**config.mk**
```make
export PLATFORM = sky130hd
export DESIGN_NAME = t16c_timer
export DESIGN_NICKNAME = d
export VERILOG_FILES = /design/src/common/t16c_pkg.sv /design/src/rtl/t16c_timer.sv
export SDC_FILE = /design/constraint.sdc
export NUM_CORES = 1
export LEC_CHECK = 0
export ABC_AREA = 1
export CAP_MARGIN = 20
export CORE_UTILIZATION = 64
export DETAILED_ROUTE_END_ITERATION = 10
export DONT_BUFFER_PORTS = 1
export GPL_TIMING_DRIVEN = 0
export PLACE_DENSITY = 0.79
export SETUP_SLACK_MARGIN = 0.2
export SLEW_MARGIN = 20
export SYNTH_ARGS = -nofsm -noshare
export SYNTH_HDL_FRONTEND = slang
export SYNTH_SLANG_ARGS = --single-unit
export TNS_END_PERCENT = 5
```
**constraint.sdc**
```tcl
create_clock -name clock -period 2 [get_ports clock]
set_input_delay 0.1 -clock clock [delete_from_list [all_inputs] [get_ports clock]]
set_output_delay 0.1 -clock clock [all_outputs]
set_load 0.05 [all_outputs]
```
**src/common/t16c_pkg.sv**
```systemverilog
package t16c_pkg;
   localparam logic [7:0] OFF_CTRL   = 8'h00;
   localparam logic [7:0] OFF_FORCE  = 8'h04;
   localparam logic [7:0] OFF_COUNT  = 8'h08;
   localparam logic [7:0] OFF_CMPA   = 8'h0c;
   localparam logic [7:0] OFF_CMPB   = 8'h10;
   localparam logic [7:0] OFF_CAPT   = 8'h14;
   localparam logic [7:0] OFF_FLAGS  = 8'h18;
   localparam logic [7:0] OFF_STATUS = 8'h1c;

   localparam int CTRL_MODE_LSB = 0;
   localparam int CTRL_ACT_LSB  = 4;
   localparam int CTRL_DIV_LSB  = 8;
   localparam int CTRL_RUN_BIT  = 16;

   localparam int FLAG_OVF_BIT  = 0;
   localparam int FLAG_CMP_LSB  = 1;

   localparam logic [16:0] CTRL_RESET  = 17'h00000;
   localparam logic [15:0] COUNT_RESET = 16'h0000;
   localparam logic [15:0] REG_RESET   = 16'h0000;
   localparam logic [15:0] COUNT_MAX   = 16'hffff;
   localparam logic [15:0] COUNT_BOT   = 16'h0000;
   localparam logic [1:0]  WAVE_RESET  = 2'h0;

   localparam logic [3:0] MODE_NORMAL   = 4'h0;
   localparam logic [3:0] MODE_CTC_CMPA = 4'h4;
   localparam logic [3:0] MODE_CTC_CAPT = 4'hc;

   typedef enum logic [1:0]
   {
      T16C_ACT_NONE   = 2'h0,
      T16C_ACT_TOGGLE = 2'h1,
      T16C_ACT_CLEAR  = 2'h2,
      T16C_ACT_SET    = 2'h3
   } t16c_action_type;
endpackage

```
**src/rtl/t16c_timer.sv**
```systemverilog
// Design decisions made here: the register offsets and the APB interface to the registers.
`timescale 1ns/1ps
module t16c_timer
(
   // clock and reset
   input  wire logic       clock,
   input  wire logic       reset,
   // apb slave
   input  wire logic       psel,
   input  wire logic       penable,
   input  wire logic       pwrite,
   input  wire logic [7:0] paddr,
   input  wire logic [31:0] pwdata,
   output logic [31:0]      prdata,
   output logic             pready,
   output logic             pslverr,
   // port pin logic, one bit per compare channel, and a single-bit overflow_ack
   input  wire logic [1:0] port_data,
   input  wire logic [1:0] waveform_pin_direction,
   input  wire logic       overflow_ack,
   output logic [1:0]      pin_out,
   output logic [1:0]      pin_oe
);
   import t16c_pkg::*;

   logic [16:0] ctrl;
   logic [15:0] counter_value;
   logic [15:0] compare_register [2];
   logic [15:0] capture_register;
   logic        overflow_flag;
   logic [1:0]  compare_match_flag;
   logic [1:0]  waveform_output_bit;
   logic        match_block;
   logic [7:0]  div_count;

   logic [16:0] next_ctrl;
   logic [15:0] next_counter_value;
   logic [15:0] next_compare_register [2];
   logic [15:0] next_capture_register;
   logic        next_overflow_flag;
   logic [1:0]  next_compare_match_flag;
   logic [1:0]  next_waveform_output_bit;
   logic        next_match_block;
   logic [7:0]  next_div_count;
   logic [31:0] next_prdata;
   logic        next_pready;
   logic        next_pslverr;
   logic [1:0]  next_pin_out;
   logic [1:0]  next_pin_oe;

   logic        access;
   logic        wr;
   logic        mapped;
   logic        tick;
   logic [3:0]  mode;
   logic        pwm;
   logic [15:0] top;
   logic        at_top;
   logic [1:0]  match;
   logic [1:0]  force_hit;
   logic [1:0]  action [2];

   function automatic logic is_pwm(input logic [3:0] m);
      return !(m == MODE_NORMAL || m == MODE_CTC_CMPA || m == MODE_CTC_CAPT);
   endfunction

   // result of one compare event on a waveform bit
   function automatic logic apply_action(input logic cur, input logic [1:0] act,
                                         input logic pwm_mode);
      logic r;
      r = cur;
      if (!pwm_mode)
      begin
         case (t16c_action_type'(act))
            T16C_ACT_NONE:   r = cur;
            T16C_ACT_TOGGLE: r = !cur;
            T16C_ACT_CLEAR:  r = 1'b0;
            T16C_ACT_SET:    r = 1'b1;
            default:         r = cur;
         endcase
      end
      else
      begin
         // pwm: code 2 non-inverted, 3 inverted; 1 reserved, no effect
         case (t16c_action_type'(act))
            T16C_ACT_CLEAR:  r = 1'b1;
            T16C_ACT_SET:    r = 1'b0;
            default:         r = cur;
         endcase
      end
      return r;
   endfunction

   always_comb
   begin
      access = psel && penable && pready;
      wr     = access && pwrite;
      mapped = paddr[1:0] == 2'h0 && paddr <= OFF_STATUS;
      mode   = ctrl[CTRL_MODE_LSB +: 4];
      pwm    = is_pwm(mode);
      action[0] = ctrl[CTRL_ACT_LSB +: 2];
      action[1] = ctrl[CTRL_ACT_LSB + 2 +: 2];
      tick   = ctrl[CTRL_RUN_BIT] && div_count == ctrl[CTRL_DIV_LSB +: 8];
      // top comes from compare A or capture register in clear-on-match mode
      top    = (mode == MODE_CTC_CAPT) ? capture_register : compare_register[0];
      at_top = (mode == MODE_CTC_CMPA || mode == MODE_CTC_CAPT) && counter_value == top;

      next_ctrl               = ctrl;
      next_counter_value      = counter_value;
      next_compare_register   = compare_register;
      next_capture_register   = capture_register;
      next_overflow_flag      = overflow_flag;
      next_compare_match_flag = compare_match_flag;
      next_waveform_output_bit = waveform_output_bit;
      next_match_block        = match_block;
      next_div_count          = (tick || !ctrl[CTRL_RUN_BIT]) ? 8'h00 : div_count + 8'h01;

      // apb answer: one wait cycle, pready high for one cycle
      next_pready  = psel && penable && !pready;
      next_pslverr = psel && penable && !pready && !mapped;
      next_prdata  = 32'h00000000;
      if (psel && penable && !pready && !pwrite)
      begin
         case (paddr)
            OFF_CTRL:   next_prdata = {15'h0000, ctrl};
            OFF_COUNT:  next_prdata = {16'h0000, counter_value};
            OFF_CMPA:   next_prdata = {16'h0000, compare_register[0]};
            OFF_CMPB:   next_prdata = {16'h0000, compare_register[1]};
            OFF_CAPT:   next_prdata = {16'h0000, capture_register};
            OFF_FLAGS:  next_prdata = {29'h00000000, compare_match_flag, overflow_flag};
            OFF_STATUS: next_prdata = {28'h0000000, pin_out, waveform_output_bit};
            default:    next_prdata = 32'h00000000;
         endcase
      end

      // software clears first, so hardware sets below win
      if (wr && paddr == OFF_FLAGS)
      begin
         if (pwdata[FLAG_OVF_BIT])
            next_overflow_flag = 1'b0;
         next_compare_match_flag = compare_match_flag & ~pwdata[FLAG_CMP_LSB +: 2];
      end
      if (overflow_ack)
         next_overflow_flag = 1'b0;

      // forced compare only in non-pwm modes
      force_hit = (wr && paddr == OFF_FORCE && !pwm) ? pwdata[1:0] : 2'h0;

      for (int i = 0; i < 2; i++)
      begin
         match[i] = tick && !match_block && counter_value == compare_register[i];
         if (match[i])
            next_compare_match_flag[i] = 1'b1;
         // match and force in one cycle act once; force sets no flag
         if (match[i] || force_hit[i])
            next_waveform_output_bit[i] =
               apply_action(waveform_output_bit[i], action[i], pwm);
         else if (pwm && tick && counter_value == COUNT_MAX && action[i][1])
            next_waveform_output_bit[i] = !action[i][0];
      end

      if (tick)
      begin
         next_match_block = 1'b0;
         if (at_top)
            next_counter_value = COUNT_BOT;
         else
            next_counter_value = counter_value + 16'h0001;
         if (counter_value == COUNT_MAX)
            next_overflow_flag = 1'b1;
      end

      if (wr)
      begin
         case (paddr)
            OFF_CTRL:  next_ctrl = pwdata[16:0];
            OFF_COUNT:
            begin
               // counter write wins over a tick and masks the next match
               next_counter_value = pwdata[15:0];
               next_match_block   = 1'b1;
            end
            OFF_CMPA:  next_compare_register[0] = pwdata[15:0];
            OFF_CMPB:  next_compare_register[1] = pwdata[15:0];
            OFF_CAPT:  next_capture_register    = pwdata[15:0];
            default:   next_ctrl = ctrl;
         endcase
      end
   end

   always_ff @(posedge clock)
   begin
      if (reset)
      begin
         ctrl                <= CTRL_RESET;
         counter_value       <= COUNT_RESET;
         compare_register[0] <= REG_RESET;
         compare_register[1] <= REG_RESET;
         capture_register    <= REG_RESET;
         overflow_flag       <= 1'b0;
         compare_match_flag  <= 2'h0;
         waveform_output_bit <= WAVE_RESET;
         match_block         <= 1'b0;
         div_count           <= 8'h00;
         prdata              <= 32'h00000000;
         pready              <= 1'b0;
         pslverr             <= 1'b0;
      end
      else
      begin
         ctrl                <= next_ctrl;
         counter_value       <= next_counter_value;
         compare_register    <= next_compare_register;
         capture_register    <= next_capture_register;
         overflow_flag       <= next_overflow_flag;
         compare_match_flag  <= next_compare_match_flag;
         waveform_output_bit <= next_waveform_output_bit;
         match_block         <= next_match_block;
         div_count           <= next_div_count;
         prdata              <= next_prdata;
         pready              <= next_pready;
         pslverr             <= next_pslverr;
      end
   end

   // pin source per channel; direction always from the port
   for (genvar g = 0; g < 2; g++)
   begin : g_pin
      always_comb
      begin
         next_pin_out[g] = (action[g] != 2'h0) ? waveform_output_bit[g]
                                               : port_data[g];
         next_pin_oe[g]  = waveform_pin_direction[g];
      end

      always_ff @(posedge clock)
      begin
         if (reset)
         begin
            pin_out[g] <= 1'b0;
            pin_oe[g]  <= 1'b0;
         end
         else
         begin
            pin_out[g] <= next_pin_out[g];
            pin_oe[g]  <= next_pin_oe[g];
         end
      end
   end
endmodule

```
==> PnR_summary.wiki, run 1 <==
{| class="wikitable"
! Metric !! Value
|-
| Status || finished with violations
|-
| Number of enable-type register cells in the synthesized netlist || 0
|-
| Worst-case vdd ir drop || 0.000810 V
|-
| WL/cell || 19.4 um
|-
| Top-Level Pins || 88
|-
| Most common library cell in the layout ignoring fill and taps || nand2_1
|-
| Maxcap violations || 0
|-
| Worst setup margin || -0.0533 ns
|-
| DP Wirelength || 15.8 mm
|-
| Die height || 103 um
|-
| Power density of the placed cells || 715 mW/mm2
|-
| DR iter-0 viols || 914
|-
| H-Tree Depth || 4
|-
| Final min period || 2.05 ns
|-
| Global router's overall resource usage || 0.449
|-
| Residual overflow from global routing || 0
|-
| Combined area of all synthesized cells || 0.00653 mm2
|-
| Final setup skew || 0.00962 ns
|-
| Total Negative Setup Slacks || -0.434 ns
|-
| Worst r2r src || ctrl[0]
|-
| Failing checks || negative setup slack
|-
| Yosys top cell by area || dfxtp_1
|-
| Count of antenna diodes in the layout || 0
|-
| Number of max-slew violations in the final report || 0
|-
| Hold endpoint || compare_register[17]
|-
| Clock insertion delay at the later pin of the skew report || 0.56 ns
|-
| Synthesis-to-finish area growth || 25.0%
|-
| Transition time at the pin with the least slew margin || 0.865 ns
|-
| DRT Wirelength || 23.5 mm
|-
| Antenna violations before repair || 2
|-
| Reg2Reg Capture Point || counter_value[7]
|-
| Achievable Freq || 0.487 GHz
|-
| Clock tree from TritonCTS || done
|-
| Smallest hold slack || 0.0445 ns
|-
| Origin of the worst setup path || ctrl[0]
|-
| Tightest Hold Check Type || in -> reg
|-
| Flop-to-flop setup slack || -0.05 ns
|-
| Via count of the first global-routing pass || 6509
|-
| Starting Density || 0.665
|-
| Setup violations, final || 14
|-
| Max FO, Critical Path || 5
|-
| Die span in x || 103 um
|-
| First-pass GRT wire length || 34.4 mm
|-
| Worst endpoint required time || 2.41 ns
|-
| Total leakage power || 3.33 nW
|-
| Average instance area after synthesis || 6.62 um2
|-
| Number of storage elements in the synthesis netlist || 118
|-
| Syn Inst Count || 987
|-
| Top_reg_cell synth || dfxtp_1
|-
| Setup WS pre-CTS || -0.272 ns
|-
| Top post-synthesis cells by area || dfxtp_1 36%, nand2_1 13%, nor2_1 7.7%
|-
| Hold Startpoint || paddr[4]
|-
| Number of cells on the worst hold path || 5
|-
| Period utilization || 1.03
|-
| Total core area || 0.00982 mm2
|-
| Depth of the most critical reg-to-reg path || 14
|-
| Slew margin rel. || 0.423
|-
| Drt first pass iters || 7
|-
| Count of different cell masters after synthesis || 42
|-
| Vias || 7444
|-
| Pin count of the biggest net entering global routing || 17
|-
| Fraction of the yosys area taken by sequential cells || 0.362
|-
| Post-layout net count || 1118
|-
| Number of buffers on the longest clock path || 2
|-
| Clock Root Buffer || clkbuf_8
|-
| Arrival time of the worst setup path || 2.46 ns
|-
| Fill cell instance count of the final layout || 665
|-
| Startpoint type of the worst setup path || flop
|-
| Final weighted congestion of routability-driven global placement || 1.05
|-
| Number of hold violations in the final report || 0
|-
| Unrepaired setup endpoints after global routing || yes
|-
| CTS Sinks || 118
|-
| Cell row count || 36
|-
| Fraction of final layout cells with drive strength greater than 1 || 0.172
|-
| Worst-path clk slew || 0.06 ns
|-
| Area fraction of the dominant cell type after synthesis || 0.362
|-
| Area of the die || 0.0106 mm2
|-
| Async S/R FF share, synth || 0
|-
| Critical path class || reg -> reg
|-
| Warnings from Yosys || 0
|-
| CP endpoint kind || flop
|-
| Top library cells by usage in the layout, fill and taps aside || 188 x nand2_1, 118 x nor2_1, 107 x inv_1, 107 x dfxtp_1, 71 x a21oi_1
|-
| DRC violation count after routing || 0
|-
| Final antenna-violating net count || 0
|-
| Number of vias per cell || 6.14
|-
| TritonCTS buffer count || 17
|-
| Number of port buffers || 0
|}
==> report_power, final <==
part	internal, W	switching, W	total, W
logic	0.0000794	0.000192	0.000271
registers	0.00235	0.0000249	0.00238
clock network	0.00198	0.00121	0.00319
total	0.00441	0.00143	0.00584
==> flip-flops by register name (all words and copies together), names as in the netlist, 8 cells and up <==
signal and cells:
capture_register 16, counter_value 16, ctrl 17, div_count 8, prdata 17, compare_register 32
==> Yosys cell counts (9+ instances only) <==
cell type,instances
xnor2_1,30
dfxtp_1,118
xor2_1,10
a211oi_1,19
buf_4,15
nor3_1,12
o221ai_1,9
nor2_1,134
a311oi_1,11
a21oi_1,81
nand3_1,52
clkbuf_1,33
buf_2,10
nand2_1,218
nand4_1,10
inv_1,112
o21ai_0,69
==> critical path: stages (launching register included) <==
cell and delay [ns]:
dfxtp_4 0.36, nor2_4 0.20, nand2_4 0.12, buf_8 0.16, nand2_4 0.07, nand2_2 0.05, nand2_2 0.06, nand2_1 0.05
nor2_1 0.14, nand2_1 0.08, nor2_2 0.15, nand4_4 0.14, buf_6 0.17, nand2_1 0.07, a21oi_1 0.06
==> routing by layer <==
layer / part of all wire / wire length [um] / vias up / track usage
met5: 0 / 0 / - / 0
met4: 0.073 / 1710 / 0 / 0.288
met3: 0.13 / 3130 / 172 / 0.176
met2: 0.43 / 10200 / 587 / 0.661
met1: 0.36 / 8490 / 3328 / 0.546
li1: - / - / 3357 / -
==> cell type report <==
| type | count | area, um2 | area share |
|---|---|---|---|
| repair buffers | 45 | 427 | 0.0523 |
| well taps | 133 | 166 | 0.0204 |
| clock buffers | 19 | 442 | 0.0541 |
| flip-flops and latches | 118 | 2390 | 0.293 |
| multi-input cells | 707 | 3750 | 0.460 |
| inverters | 114 | 437 | 0.0535 |
| plain buffers | 63 | 380 | 0.0466 |
| clock inverters | 13 | 171 | 0.0210 |
==> worst max path at each step <==
| stage | cells past startpoint | slack, ns | endpoint |
|---|---|---|---|
| 4_1_cts | 14 | 0.09 | counter_value[12] |
| 3_3_place_gp | 6 | -0.24 | capture_register[13] |
| 2_1_floorplan | 12 | 0.29 | counter_value[3] |
| 3_5_place_dp | 6 | -0.27 | capture_register[13] |
| 5_1_grt | 14 | -0.17 | counter_value[7] |
| 6_report | 14 | -0.05 | counter_value[7] |
==> through the flow <==
| stage | instances | utilization | area, um2 | total power (W) |
|---|---|---|---|---|
| final | 1212 | 0.832 | 8170 | 0.00584 |
| after global routing | 1212 | 0.832 | 8170 | 0.00591 |
| after CTS | 1207 | 0.800 | 7860 | 0.00579 |
| after detailed placement | 1134 | 0.687 | 6750 | 0.00262 |
| after global placement | 1134 | 0.687 | 6750 | 0.00262 |
| after floorplan | 1001 | - | 6580 | 0.00258 |
==> repair_timing <==
action	4_1_cts	5_1_grt
hold buffers	30	1
endpoints found under the hold margin	97	1
pin swaps	6	17
cloned	3	1
buffers inserted	8	3
gates resized for setup	47	107
endpoints found under the setup margin	77	87
==> cell families (layout without fill, tap and decap cells) <==
group	after synthesis	after routing	synth area share
xor+xnor	40	40	0.0536
other cells	1	15	0.000574
simple gates	443	444	0.282
compound gates	206	206	0.182
flops	118	118	0.362
buf+inv	177	254	0.116
fa+ha+maj	2	2	0.00383
No activity file was read; power rests on OpenSTA's default activity.
==> run 2, diff against run 1 <==
==> constraint.sdc (replaced) <==
create_clock -name clock -period 2 [get_ports clock]
set_input_delay 0 -clock clock [delete_from_list [all_inputs] [get_ports clock]]
set_output_delay 0 -clock clock [all_outputs]
set_load 0.05 [all_outputs]
==> run 2 against run 1 <==
The run still ends with negative setup slack left. Sequential share of layout area fell by 0.10 points. Combinational power barely moved. Critical path depth fell by 3. Global-route usage fell by 0.39 points. Flip-flop and latch count did not move. Die area did not move. Count of clock-buffer cells in the layout did not move. Total power barely moved. Clock skew fell by 0.0017 ns. Register-to-register slack barely moved. Sequential power barely moved. Largest power group unchanged.
==> PnR_summary.wiki, run 2 (synthesis results as in run 1) <==
{| class="wikitable"
! Metric !! Value
|-
| Number of buffers on the longest clock path || 2 (unchanged)
|-
| Worst endpoint required time || 2.40 ns (about the same)
|-
| Area occupied by registers || 0.00239 mm2 (-0.10%)
|-
| Starting Density || 0.665 (unchanged)
|-
| Total core area || 0.00982 mm2 (unchanged)
|-
| Final antenna-violating net count || 0 (unchanged)
|-
| Vias || 7543 (+1.3%)
|-
| Number of vias per cell || 6.21 (+1.2%)
|-
| Cell row count || 36 (unchanged)
|-
| Antenna violations before repair || 2 (unchanged)
|-
| Transition time at the pin with the least slew margin || 0.882 ns (+0.0163 ns)
|-
| Period utilization || 1.02 (-0.00211)
|-
| Number of hold violations in the final report || 0 (unchanged)
|-
| Post-layout net count || 1119 (+0.089%)
|-
| Slew margin rel. || 0.412 (-0.0109)
|-
| Flip-flop count of the largest register after layout || 32 (unchanged)
|-
| Startpoint type of the worst setup path || flop
|-
| Final setup skew || 0.00793 ns (-0.00170 ns)
|-
| Tot Pwr || 0.00584 W (about the same)
|-
| Tightest Hold Check Type || in -> reg
|-
| Total leakage power || 3.37 nW (+1.2%)
|-
| Largest registers ranked by flip-flop count || compare_register: 32 flops, ctrl: 17 flops, prdata: 17 flops
|-
| First-pass GRT wire length || 34.3 mm (-0.32%)
|-
| Failing checks || negative setup slack
|-
| Setup WS pre-CTS || -0.272 ns (unchanged)
|-
| Most common library cell in the layout ignoring fill and taps || nand2_1
|-
| Die height || 103 um (unchanged)
|-
| Top-Level Pins || 88 (unchanged)
|-
| Number of max-slew violations in the final report || 0 (unchanged)
|-
| Synthesis-to-finish area growth || 25.3%
|-
| Worst setup margin || -0.0491 ns (+0.00423 ns)
|-
| DRT Wirelength || 24.1 mm (+2.2%)
|-
| DR iter-0 viols || 1102 (+21%)
|-
| Clock insertion delay at the later pin of the skew report || 0.55 ns (about the same)
|-
| Via count of the first global-routing pass || 6494 (-0.23%)
|-
| H-Tree Depth || 4 (unchanged)
|-
| Critical path class || reg -> reg
|-
| CP endpoint kind || flop
|-
| Multi-input combinational cell area || 0.00375 mm2 (about the same)
|-
| Maxcap violations || 0 (unchanged)
|-
| CTS Sinks || 118 (unchanged)
|-
| Pin count of the biggest net entering global routing || 17 (unchanged)
|-
| Arrival time of the worst setup path || 2.45 ns (about the same)
|-
| Achievable Freq || 0.488 GHz (+0.21%)
|-
| Fraction of final layout cells with drive strength greater than 1 || 0.167 (-0.00572)
|-
| Clock Root Buffer || clkbuf_8
|-
| Placed Instances || 1134 (unchanged)
|-
| Total Negative Setup Slacks || -0.526 ns (-0.0920 ns)
|-
| Setup violations, final || 14 (unchanged)
|-
| Final std cells w/o fill || 1214 (+0.17%)
|-
| Final min period || 2.05 ns (-0.00423 ns)
|-
| Worst-case vdd ir drop || 0.000815 V (+0.58%)
|-
| Unrepaired setup endpoints after global routing || yes
|-
| Number of port buffers || 0 (unchanged)
|-
| Clock tree from TritonCTS || done
|-
| Drt first pass iters || 7 (unchanged)
|-
| WL/cell || 19.8 um (+2.1%)
|-
| Residual overflow from global routing || 0 (unchanged)
|-
| Max FO, Critical Path || 5 (unchanged)
|-
| Final weighted congestion of routability-driven global placement || 1.05 (unchanged)
|-
| Fill cell instance count of the final layout || 653 (-1.8%)
|-
| Top library cells by usage in the layout, fill and taps aside || 190 x nand2_1, 118 x nor2_1, 109 x inv_1, 109 x dfxtp_1, 70 x a21oi_1
|-
| Area of the die || 0.0106 mm2 (unchanged)
|-
| Die span in x || 103 um (unchanged)
|-
| Worst-path clk slew || 0.06 ns (about the same)
|-
| Top register by number of flip-flops || compare_register
|-
| DRC violation count after routing || 0 (unchanged)
|-
| Power density of the placed cells || 713 mW/mm2 (-0.21%)
|-
| Status || finished with violations
|-
| Global router's overall resource usage || 0.445 (-0.00389)
|-
| TritonCTS buffer count || 17 (unchanged)
|-
| DP Wirelength || 15.8 mm (unchanged)
|}
-- run 2: through the flow --
stage           util  cell area [um2]  hold slack, ns
2_1_floorplan      -             6580          0.0780
3_3_place_gp   0.687             6750          0.0850
3_5_place_dp   0.687             6750          0.0825
4_1_cts        0.803             7890          0.0252
5_1_grt        0.834             8190          0.0746
6_report       0.834             8190          0.0492
-- run 2: worst paths after layout --
kind | startpoint | to | slack (ns) | cells past startpoint
hold reg to reg | compare_match_flag[1] | compare_match_flag[1] | 0.48 | 2
setup / recovery | ctrl[0] | counter_value[12] | -0.05 | 11
setup reg to reg | ctrl[0] | counter_value[12] | -0.05 | 11
hold / removal | paddr[2] | prdata[1] | 0.05 | 5
-- run 2: layout make-up --
cell class              count  share of cell area
well taps                 133              0.0203
multi-input cells         707               0.458
diodes                      1            0.000306
flip-flops and latches    118               0.292
repair buffers             46              0.0561
plain buffers              63              0.0459
clock buffers              19              0.0540
inverters                 114              0.0526
clock inverters            13              0.0209
-- run 2: layer usage --
layer / part of all wire / vias to the layer above / track usage
met5: 0 / - / 0
met1: 0.37 / 3413 / 0.537
met3: 0.13 / 166 / 0.165
met4: 0.071 / 0 / 0.285
li1: - / 3350 / -
met2: 0.44 / 614 / 0.668
-- run 2: report_power, final --
| part | switching (W) | internal, W | total [W] |
|---|---|---|---|
| logic | 0.000193 | 0.0000807 | 0.000274 |
| clock network | 0.00121 | 0.00198 | 0.00319 |
| registers | 0.0000253 | 0.00235 | 0.00238 |
-- run 2: timing repair --
item,CTS,global route
buffers inserted,8,1
hold buffers,33,0
hold endpoints to repair,98,0
cloned,3,2
setup endpoints to repair,77,83
pin swaps,6,16
resized for setup,47,96
-- run 2: critical path: stages (launching register included) --
cell and delay (ns):
dfxtp_4 0.36, nor2_4 0.20, nand2_4 0.12, buf_4 0.18
o21ai_2 0.13, xor2_1 0.23, inv_1 0.09, nor2_2 0.17
nand4_4 0.13, buf_6 0.18, nand2_2 0.06, a21oi_2 0.05
